==> src/mif_pkg.sv <==
// ============================================================
// Shared constants for the mailbox interrupt flag block.
// ============================================================
package mif_pkg;

    // Number of host-writable mailboxes served by the block.
    localparam int unsigned MIF_NUM_MBOX    = 4;

    // Width of the control/status image and of the clear word.
    localparam int unsigned MIF_IMG_W       = 8;

    // Bit positions of the pending flags in the status image.
    localparam int unsigned MIF_PEND0_POS   = 0;
    localparam int unsigned MIF_PEND1_POS   = 1;
    localparam int unsigned MIF_PEND2_POS   = 2;
    localparam int unsigned MIF_PEND3_POS   = 3;

    // Bit positions of the enable bits in the control image.
    localparam int unsigned MIF_EN0_POS     = 4;
    localparam int unsigned MIF_EN1_POS     = 5;
    localparam int unsigned MIF_EN2_POS     = 6;
    localparam int unsigned MIF_EN3_POS     = 7;

    // Bit positions of the overrun flags in the clear word.
    localparam int unsigned MIF_OVR_LSB     = 4;

    // Values after reset.
    localparam logic [3:0]  MIF_EN_RST      = 4'h0;
    localparam logic        MIF_PEND_RST    = 1'b0;
    localparam logic        MIF_OVR_RST     = 1'b0;
    localparam logic [7:0]  MIF_IMG_RST     = 8'h00;

    // Default width of the per-mailbox accepted-write counters.
    localparam int unsigned MIF_CNT_W       = 8;

endpackage : mif_pkg

==> src/mif_flag.sv <==
`timescale 1ns/10ps
// ============================================================
// One pending flag with its overrun flag, for a single mailbox.
// ============================================================
module mif_flag
    import mif_pkg::*;
(
    // Clock and reset.
    input  wire logic clk,
    input  wire logic rst_n,
    // Event and control.
    input  wire logic host_wr,
    input  wire logic enable,
    input  wire logic clr_pend,
    input  wire logic clr_ovr,
    // Flag state.
    output logic      pend_nxt,
    output logic      pending,
    output logic      overrun
);

    logic set_evt;
    logic ovr_nxt;
    logic pend_r;
    logic ovr_r;

    // A host write only counts while the enable bit is one.
    assign set_evt = host_wr & enable;

    // Next values; the set wins over a clear in the same cycle.
    always_comb begin
        pend_nxt = pend_r;
        ovr_nxt  = ovr_r;
        if (set_evt) begin
            pend_nxt = 1'b1;
        end else if (clr_pend) begin
            pend_nxt = 1'b0;
        end
        // A second write while still pending loses an event.
        if (set_evt && pend_r && !clr_pend) begin
            ovr_nxt = 1'b1;
        end else if (clr_ovr) begin
            ovr_nxt = 1'b0;
        end
    end

    // State registers.
    always_ff @(posedge clk) begin
        if (!rst_n) begin
            pend_r <= MIF_PEND_RST;
            ovr_r  <= MIF_OVR_RST;
        end else begin
            pend_r <= pend_nxt;
            ovr_r  <= ovr_nxt;
        end
    end

    assign pending = pend_r;
    assign overrun = ovr_r;

endmodule // mif_flag

==> src/mif_top.sv <==
`timescale 1ns/10ps
// ============================================================
// Mailbox interrupt enable and pending flags, local side.
// ============================================================
module mif_top
    import mif_pkg::*;
#(
    parameter int unsigned CNT_W = MIF_CNT_W
)
(
    // Clock and reset.
    input  wire logic                 MCLK,
    input  wire logic                 RST_N,
    // Control word written by the local processor.
    input  wire logic                 CTRL_WR,
    input  wire logic [MIF_IMG_W-1:0] CTRL_WDATA,
    // Write-one-to-clear word for pending and overrun flags.
    input  wire logic                 STAT_CLR,
    input  wire logic [MIF_IMG_W-1:0] STAT_CLR_DATA,
    // Host write strobes, one per mailbox.
    input  wire logic [3:0]           HOST_MBOX_WR,
    // Accepted-write counter access.
    input  wire logic                 CNT_CLR,
    input  wire logic [1:0]           CNT_SEL,
    // Enable bits.
    output logic                      MBOX0_IRQ_ENABLE,
    output logic                      MBOX1_IRQ_ENABLE,
    output logic                      MBOX2_IRQ_ENABLE,
    output logic                      MBOX3_IRQ_ENABLE,
    // Pending flags.
    output logic                      MBOX0_IRQ_PENDING,
    output logic                      MBOX1_IRQ_PENDING,
    output logic                      MBOX2_IRQ_PENDING,
    output logic                      MBOX3_IRQ_PENDING,
    // Status and control images, overruns and counters.
    output logic [MIF_IMG_W-1:0]      CTRL_STATUS,
    output logic [3:0]                OVERRUN,
    output logic [CNT_W-1:0]          CNT_VALUE,
    // Local interrupt request.
    output logic                      IRQ
);

    // ========================================================
    // Local signals.
    // ========================================================
    logic [3:0]           en_r;
    logic [3:0]           en_nxt;
    logic [3:0]           clr_pend;
    logic [3:0]           clr_ovr;
    logic [3:0]           pend_nxt;
    logic [3:0]           pend;
    logic [3:0]           ovr;
    logic [3:0]           accepted;
    logic [MIF_IMG_W-1:0] img_r;
    logic [MIF_IMG_W-1:0] img_nxt;
    logic                 irq_r;
    logic                 irq_nxt;
    logic [CNT_W-1:0]     cnt_r   [MIF_NUM_MBOX];
    logic [CNT_W-1:0]     cnt_nxt [MIF_NUM_MBOX];
    logic [CNT_W-1:0]     cnt_out_r;
    logic [CNT_W-1:0]     cnt_out_nxt;

    // Saturating increment, used by every mailbox counter.
    function automatic logic [CNT_W-1:0] sat_inc(
        input logic [CNT_W-1:0] v
    );
        logic [CNT_W-1:0] r;
        r = v;
        if (v != {CNT_W{1'b1}}) begin
            r = v + {{(CNT_W-1){1'b0}}, 1'b1};
        end
        return r;
    endfunction

    // ========================================================
    // Enable bits.
    // ========================================================
    // Each enable sits at its own position in the control word.
    // A write replaces all four bits at once.
    always_comb begin
        en_nxt = en_r;
        if (CTRL_WR) begin
            en_nxt[0] = CTRL_WDATA[MIF_EN0_POS];
            en_nxt[1] = CTRL_WDATA[MIF_EN1_POS];
            en_nxt[2] = CTRL_WDATA[MIF_EN2_POS];
            en_nxt[3] = CTRL_WDATA[MIF_EN3_POS];
        end
    end

    // Enable register; all interrupts start disabled.
    always_ff @(posedge MCLK) begin
        if (!RST_N) begin
            en_r <= MIF_EN_RST;
        end else begin
            en_r <= en_nxt;
        end
    end

    // ========================================================
    // Clear decode.
    // ========================================================
    // Only ones in the clear word act; zeros leave flags alone.
    always_comb begin
        clr_pend = 4'h0;
        clr_ovr  = 4'h0;
        if (STAT_CLR) begin
            clr_pend[0] = STAT_CLR_DATA[MIF_PEND0_POS];
            clr_pend[1] = STAT_CLR_DATA[MIF_PEND1_POS];
            clr_pend[2] = STAT_CLR_DATA[MIF_PEND2_POS];
            clr_pend[3] = STAT_CLR_DATA[MIF_PEND3_POS];
            clr_ovr     = STAT_CLR_DATA[MIF_OVR_LSB +: 4];
        end
    end

    // ========================================================
    // Pending flags.
    // ========================================================
    // The enable in force when the host write lands decides.
    // Writing a new enable in the same cycle takes effect only
    // for later host writes, which keeps the gate glitch free.
    for (genvar i = 0; i < MIF_NUM_MBOX; i++) begin : g_flag
        mif_flag u_flag (
            .clk      (MCLK),
            .rst_n    (RST_N),
            .host_wr  (HOST_MBOX_WR[i]),
            .enable   (en_r[i]),
            .clr_pend (clr_pend[i]),
            .clr_ovr  (clr_ovr[i]),
            .pend_nxt (pend_nxt[i]),
            .pending  (pend[i]),
            .overrun  (ovr[i])
        );
    end

    // Host writes that were accepted into a pending flag.
    assign accepted = HOST_MBOX_WR & en_r;

    // ========================================================
    // Status image and interrupt.
    // ========================================================
    // The image is built from next values, so it lines up with
    // the flag and enable outputs in the same cycle.
    always_comb begin
        img_nxt                = MIF_IMG_RST;
        img_nxt[MIF_PEND0_POS] = pend_nxt[0];
        img_nxt[MIF_PEND1_POS] = pend_nxt[1];
        img_nxt[MIF_PEND2_POS] = pend_nxt[2];
        img_nxt[MIF_PEND3_POS] = pend_nxt[3];
        img_nxt[MIF_EN0_POS]   = en_nxt[0];
        img_nxt[MIF_EN1_POS]   = en_nxt[1];
        img_nxt[MIF_EN2_POS]   = en_nxt[2];
        img_nxt[MIF_EN3_POS]   = en_nxt[3];
    end

    // A pending flag whose enable is later dropped stops the
    // request but stays pending until software clears it.
    assign irq_nxt = |(pend_nxt & en_nxt);

    // Image and interrupt registers.
    always_ff @(posedge MCLK) begin
        if (!RST_N) begin
            img_r <= MIF_IMG_RST;
            irq_r <= 1'b0;
        end else begin
            img_r <= img_nxt;
            irq_r <= irq_nxt;
        end
    end

    // ========================================================
    // Accepted-write counters.
    // ========================================================
    // Counters saturate rather than wrap, so a stuck host shows
    // as a full count instead of a small misleading one. A host
    // write in the clearing cycle still counts as one.
    always_comb begin
        for (int i = 0; i < MIF_NUM_MBOX; i++) begin
            cnt_nxt[i] = cnt_r[i];
            if (CNT_CLR) begin
                cnt_nxt[i] = {CNT_W{1'b0}};
            end
            if (accepted[i]) begin
                cnt_nxt[i] = sat_inc(cnt_nxt[i]);
            end
        end
        cnt_out_nxt = cnt_nxt[CNT_SEL];
    end

    // Counter registers.
    always_ff @(posedge MCLK) begin
        if (!RST_N) begin
            for (int i = 0; i < MIF_NUM_MBOX; i++) begin
                cnt_r[i] <= {CNT_W{1'b0}};
            end
            cnt_out_r <= {CNT_W{1'b0}};
        end else begin
            for (int i = 0; i < MIF_NUM_MBOX; i++) begin
                cnt_r[i] <= cnt_nxt[i];
            end
            cnt_out_r <= cnt_out_nxt;
        end
    end

    // ========================================================
    // Outputs, all taken from flip-flops.
    // ========================================================
    assign MBOX0_IRQ_ENABLE  = en_r[0];
    assign MBOX1_IRQ_ENABLE  = en_r[1];
    assign MBOX2_IRQ_ENABLE  = en_r[2];
    assign MBOX3_IRQ_ENABLE  = en_r[3];
    assign MBOX0_IRQ_PENDING = pend[0];
    assign MBOX1_IRQ_PENDING = pend[1];
    assign MBOX2_IRQ_PENDING = pend[2];
    assign MBOX3_IRQ_PENDING = pend[3];
    assign CTRL_STATUS       = img_r;
    assign OVERRUN           = ovr;
    assign CNT_VALUE         = cnt_out_r;
    assign IRQ               = irq_r;

endmodule // mif_top

==> config.mk <==
export PLATFORM = sky130hd
export DESIGN_NAME = mif_top
export DESIGN_NICKNAME = d
export VERILOG_FILES = /design/src/mif_pkg.sv /design/src/mif_flag.sv /design/src/mif_top.sv
export SDC_FILE = /design/constraint.sdc
export NUM_CORES = 1
export LEC_CHECK = 0
export BUFFER_PORTS_ARGS = -buffer_cell sky130_fd_sc_hd__buf_2
export CAP_MARGIN = 30
export CELL_PAD_IN_SITES_DETAIL_PLACEMENT = 2
export CELL_PAD_IN_SITES_GLOBAL_PLACEMENT = 2
export CORE_ASPECT_RATIO = 0.6
export CORE_MARGIN = 3
export CORE_UTILIZATION = 28
export DETAILED_ROUTE_END_ITERATION = 6
export MAX_ROUTING_LAYER = met4
export PLACE_DENSITY = 0.76
export SYNTH_ARGS = -nofsm -noshare
export SYNTH_HDL_FRONTEND = slang
export SYNTH_SLANG_ARGS = --single-unit
==> constraint.sdc <==
create_clock -name MCLK -period 1.7 [get_ports MCLK]
set_clock_uncertainty 0.05 [all_clocks]
set_input_delay 0.17 -clock MCLK [delete_from_list [all_inputs] [get_ports MCLK]]
set_output_delay 0.17 -clock MCLK [all_outputs]
set_load 0.05 [all_outputs]
==> results of run 1 <==
[repair_timing]
action,CTS,global route
resized for setup,15,24
pin swaps,5,8
setup buffers,2,9
endpoints found under the setup margin,5,7
[routing by layer]
| metal | track usage (%) | up-vias | routed length (um) |
|---|---|---|---|
| met5 | - | - | 0 |
| met3 | 3.32 | 8 | 383 |
| li1 | - | 1277 | - |
| met4 | 4.46 | 0 | 79 |
| met1 | 27.2 | 1328 | 4960 |
| met2 | 31.1 | 42 | 4760 |
[cell families after synthesis]
group	count (synthesis)	synth area share, %
simple gates	128	24.8
compound gates	78	21.3
flops	53	40.9
buf+inv	32	6.85
mux	14	5.50
xor+xnor	2	0.675
[registers in the layout, summed over array words and instances (netlist names)]
| signal | cells |
|---|---|
| CNT_VALUE | 8 |
| IRQ | 1 |
| g_flag.u_flag.overrun | 4 |
| CTRL_STATUS | 4 |
| en_r | 4 |
| cnt_r | 32 |
[where the power goes]
group	total (mW)	internal (mW)	leakage (nW)	switching [mW]
combinational	0.314	0.100	0.948	0.214
sequential	1.27	1.25	0.437	0.0134
clock	1.24	0.738	0.0874	0.504
[final cells by class]
| type | count | share of cell area (%) |
|---|---|---|
| Clock buffer | 6 | 3.93 |
| Clock inverter | 2 | 1.03 |
| Inverter | 8 | 0.849 |
| Multi-Input combinational cell | 222 | 41.1 |
| Sequential cell | 53 | 30.8 |
| Tap cell | 112 | 3.96 |
| Timing Repair Buffer | 103 | 18.4 |
[critical path: stages (launching register included)]
cell and delay (ps):
dfxtp_2 360, nand4_4 130, buf_6 160, nor3_4 240, mux2i_1 240, buf_4 160
o32ai_1 70, o21a_1 190
[worst min-delay path by stage]
stage	to	slack [ps]	cells after the start
6_report	en_r[0]	100	3
4_1_cts	en_r[0]	80	3
3_3_place_gp	en_r[1]	380	3
5_1_grt	en_r[0]	110	3
2_1_floorplan	CTRL_STATUS[2]	260	2
3_5_place_dp	en_r[0]	400	3
[metrics by stage]
step                      power, mW  cell area [um^2]  setup TNS [ps]
after detailed placement       1.60              3160            -373
final                          2.82              3540               0
after floorplan                1.48              2610               0
after global placement         1.59              3160           -87.9
after global routing           2.93              3540            -206
after CTS                      2.84              3400               0
[layout by cell type, fill, tap and decap left out, drive strengths merged, types with 7 or more instances in the layout]
master and n:
buf 103, nand4 10, nor3 7, a21oi 13
and2 10, o21ai 11, inv 8, nand3 9
nor2 36, nand2 30, a22oi 7, dfxtp 53
mux2i 12
==> results.cfg, run 1 <==
[global_routing]
grtUsageTotal_pct = 19.9
grt_pass1_vias = 2775
grt-ovfl-total = 0
grt_max_degree = 17
antenna_found_initial = 0
grt_pass1_wl_um = 15400

[sta]
min_period_ps = 1700
finalWorstSetupSlack_ps = 1.04
hold_viol_final = 0
finalSetupViolCount = 0
worstMarginPinSlew_ps = 471
max-slew-margin-rel_pct = 68.3
whs_ps = 102
max_freq_ghz = 0.589
rsz0062_at_grt = true
finalMaxSlewViolations = 0
period_share_pct = 99.9

[logic_synthesis]
synth_ff_type = dfxtp_1
synth_edf_count = 0
synthTopCellsByArea = dfxtp_1 (41%), nor2_1 (5.2%), mux2i_1 (4.6%), buf_4 (4.3%), nand2_1 (4.3%)
yosysSeqAreaShare_pct = 40.9
yosysMostFrequentCell = dfxtp_1
synth-seq-cells = 53
syn_inst = 307
synth_area_leader_cell = dfxtp_1
syn-cell-area_mm2 = 0.00259
avgSynthCellArea_um2 = 8.45
yosysWarnings = 0
synth_cell_type_count = 50
ys_async_sr_fraction_pct = 0
synth.top_cell.area_share_pct = 40.9
synthTopCellsByCount = dfxtp_1 (53), nor2_1 (36), nand2_1 (30), buf_4 (15), a21oi_1 (13)
syn-num-nets = 334

[detailed_routing]
wl_per_cell_um = 20.1
initialDrtViolationCount = 70
first_pass_iters = 4
vias_per_cell = 5.25
routed_wirelength_um = 10200
route.detailed.drc = 0
drtAntennaViolNets = 0
vias = 2655

[cells_and_area]
synthToLayoutAreaGrowth_pct = 36.4
nNetsFinal = 420
diodes = 0
layout-drive-gt1-share_pct = 38.8
nFillCells = 1016
final_util_pct = 40.4
final_cells = 506
register_area_mm2 = 0.00109
multiInputGateArea_mm2 = 0.00146

[place]
place_inst = 487
portBuffers = 51
dp_slack_ps = -138
dp_hpwl_um = 7630
place.gp.congestion = 0.925

[worst_setup_path]
cp_max_fo = 4
cp.required_ps = 1840
crit_start = cnt_r[3][4]
rrSetupSlack_ps = 1
end_kind = flop
timing.rr.start = cnt_r[3][4]
rr_endpoint = CNT_VALUE[6]
crit_arrival_ps = 1840
critical_path_class = flop to flop
start_kind = flop
endpoint = CNT_VALUE[6]
reg2reg_depth = 7

[pwr]
p_leak_nw = 1.47
power_density_mw_per_mm2 = 798
peakVddDrop_v = 0.000372

[clocking]
holdBufCountCts = 0
htreeDepth = 2
cts_inserted_buffers = 5
clock-sinks = 53
clkTransAtPathRegs_ps = 70
clockBufferDepth = 2
cts_root_buf = clkbuf_16
insertion_delay_ps = 300
cts_tree = done

[run]
maxCapViolations = 0

[floorplanning]
io_pins = 56
die_w_um = 130
start_util_pct = 29.6
core_area_mm2 = 0.00875
die_y_um = 80.6
die-area_mm2 = 0.0105
rows = 26

[worst_hold_path]
hp-class = input pin to flop
worstHoldStart = CTRL_WDATA[4]

[status]
status = complete, no violations
Note: power is estimated with default switching activity, not from simulation.
==> inputs of run 2 (changes only) <==
ABC_AREA = 1   (was default)
CORE_UTILIZATION = 27   (was 28)
PLACE_DENSITY = 0.78   (was 0.76)
==> results.cfg, run 2 <==
[status]
status = complete, no violations

[clocking]
holdBufCountCts = 0
cts_inserted_buffers = 5
cts_root_buf = clkbuf_16
clock-sinks = 53
clkTransAtPathRegs_ps = 70
htreeDepth = 2
clockBufferDepth = 2
insertion_delay_ps = 300
cts_tree = done

[run]
maxCapViolations = 0

[logic_synthesis]
synth_fa_ha_area_share_pct = 0
synth_top_family_by_area = simple AND/OR/NAND/NOR gates
synth_area_leader_cell = dfxtp_1
synth_cell_type_count = 32
synthMuxAreaShare_pct = 1.28
ys_async_sr_fraction_pct = 0
yosysMostFrequentCell = nand2_1
yosysSeqAreaShare_pct = 33.9
synth_compound_area_share_pct = 6.03
synthTopCellsByCount = nand2_1 (132), nand3_1 (68), nor2_1 (59), inv_1 (54), dfxtp_1 (53)
synth_ff_type = dfxtp_1
synthTopCellsByArea = dfxtp_1 (34%), nand2_1 (16%), nand3_1 (11%), nor2_1 (7.1%), inv_1 (6.5%)
synth_edf_count = 0
syn-num-nets = 508
yosysWarnings = 0
avgSynthCellArea_um2 = 6.51
synthXorXnorAreaFrac_pct = 0
syn-cell-area_mm2 = 0.00313
synth-seq-cells = 53
syn_inst = 481
synth-simple-area-share_pct = 45.8
synth.top_cell.area_share_pct = 33.9

[worst_setup_path]
endpoint = CNT_VALUE[2]
rr_endpoint = CNT_VALUE[2]
end_kind = flop
cpMaxStageDelayCell = dfxtp_2
start_kind = flop
crit_start = en_r[2]
cpPeakStageDelay_ps = 360
crit_arrival_ps = 1760
reg2reg_depth = 11
critical_path_class = flop to flop
cp.required_ps = 1890
timing.rr.start = en_r[2]
cp_max_fo = 3
cpMostUsedCell = nand2_1
rrSetupSlack_ps = 130
crit_chain = nand2_1 -> inv_2 -> nand3_2 -> buf_4 -> inv_1 -> nand2_1 -> nand2_1 -> nand2_1 -> a21oi_2 -> nand2_1 -> a21oi_1

[sta]
min_period_ps = 1570
finalWorstSetupSlack_ps = 131
finalSetupViolCount = 0
finalMaxSlewViolations = 0
period_share_pct = 92.3
hold_viol_final = 0
tns_ps = 0
max-slew-margin-rel_pct = 61.7
max_freq_ghz = 0.637
whs_ps = 82.2
worstMarginPinSlew_ps = 573

[global_routing]
grt_pass1_wl_um = 19300
grtUsageTotal_pct = 19.4
antenna_found_initial = 0
grt-ovfl-total = 0
grt_pass1_vias = 3629
grt_max_degree = 23

[cells_and_area]
largest_reg_flops = 32
diodes = 0
nFillCells = 1339
register_area_mm2 = 0.00107
synthToLayoutAreaGrowth_pct = 23.0
top_register = cnt_r
nNetsFinal = 564
layout-drive-gt1-share_pct = 24.9
final_cell_mix = nand2_1 (131), nand3_1 (63), nor2_1 (56)
multiInputGateArea_mm2 = 0.00172
final_common_cell = nand2_1

[place]
portBuffers = 51
dp_slack_ps = -69.5
place.gp.congestion = 0.864
dp_hpwl_um = 9180

[floorplanning]
die_y_um = 89.4
die_w_um = 145
rows = 29
start_util_pct = 28.7
core_area_mm2 = 0.0109
io_pins = 56
die-area_mm2 = 0.0130

[detailed_routing]
initialDrtViolationCount = 115
vias_per_cell = 4.79
wl_per_cell_um = 17.0
drtAntennaViolNets = 0
routed_wirelength_um = 11800
first_pass_iters = 4
vias = 3322
route.detailed.drc = 0

[pwr]
p_leak_nw = 1.77
total_power_mw = 2.93
peakVddDrop_v = 0.000397
power_density_mw_per_mm2 = 760

[worst_hold_path]
hp-class = input pin to flop
[run 2: cell types whose count changed in the layout (fill, tap and decap cells not counted), moves of 10 or more]
cell	before	now
o21ai_0	11	1
and2_1	10	0
inv_1	7	53
nand2_1	28	131
buf_4	51	24
nor2_1	36	56
nand3_1	9	63
[run 2: routing by layer]
metal | wire length, um | global-route usage, % | vias up
met5 | 0 | - | -
met4 | 76 | 3.10 | 0
met3 | 266 | 2.74 | 8
met2 | 5470 | 33.3 | 31
met1 | 5990 | 25.1 | 1650
li1 | - | - | 1633
[run 2: worst min-delay path by stage]
stage,startpoint,end,slack [ps],cells after the start
4_1_cts,CTRL_WDATA[6],en_r[2],90,3
6_report,CTRL_WDATA[6],en_r[2],80,3
3_5_place_dp,CTRL_WDATA[6],en_r[2],400,3
5_1_grt,CTRL_WDATA[6],en_r[2],100,3
3_3_place_gp,CTRL_WDATA[4],en_r[0],390,3
2_1_floorplan,CTRL_WDATA[5],en_r[1],290,2
[run 2: layout make-up]
cell class,count,share of cell area [%]
Timing Repair Buffer,77,12.3
Clock inverter,1,0.779
Sequential cell,53,27.8
Clock buffer,7,3.70
Inverter,59,5.75
Tap cell,155,5.03
Multi-Input combinational cell,341,44.6
[run 2: what timing repair did]
item                                    4_1_cts  5_1_grt
pin swaps                                     0        1
gates resized for setup                       1       19
buffers inserted                              0        2
endpoints found under the hold margin         0        0
endpoints found under the setup margin        1        8
[run 2: cells by family (layout without fill, tap and decap cells)]
kind of cell | count (synthesis) | in the layout
AO/OA/AOI/OAI | 35 | 35
buffers and inverters | 87 | 144
flip-flops | 53 | 53
multiplexers | 4 | 4
AND/OR/NAND/NOR | 302 | 302
[run 2: critical path: cells and delay by family, from the launching register on]
family	cells	cell delay (ps)
and+or+nand+nor	6	520
AOI/OAI and AO/OA	2	270
DFF	1	360
buffers and inverters	3	310
[run 2: power breakdown]
part	total (mW)	internal (mW)	switching [mW]
clock network	1.25	0.739	0.516
logic	0.391	0.110	0.282
registers	1.28	1.27	0.0157
[run 2: per-stage QoR]
stage / area, um^2 / cells / utilization [%]
2_1_floorplan: 3130 / 481 / -
3_5_place_dp: 3600 / 683 / 33.0
4_1_cts: 3780 / 691 / 34.6
5_1_grt: 3850 / 693 / 35.3
3_3_place_gp: 3600 / 683 / 33.0
6_report: 3850 / 693 / 35.3
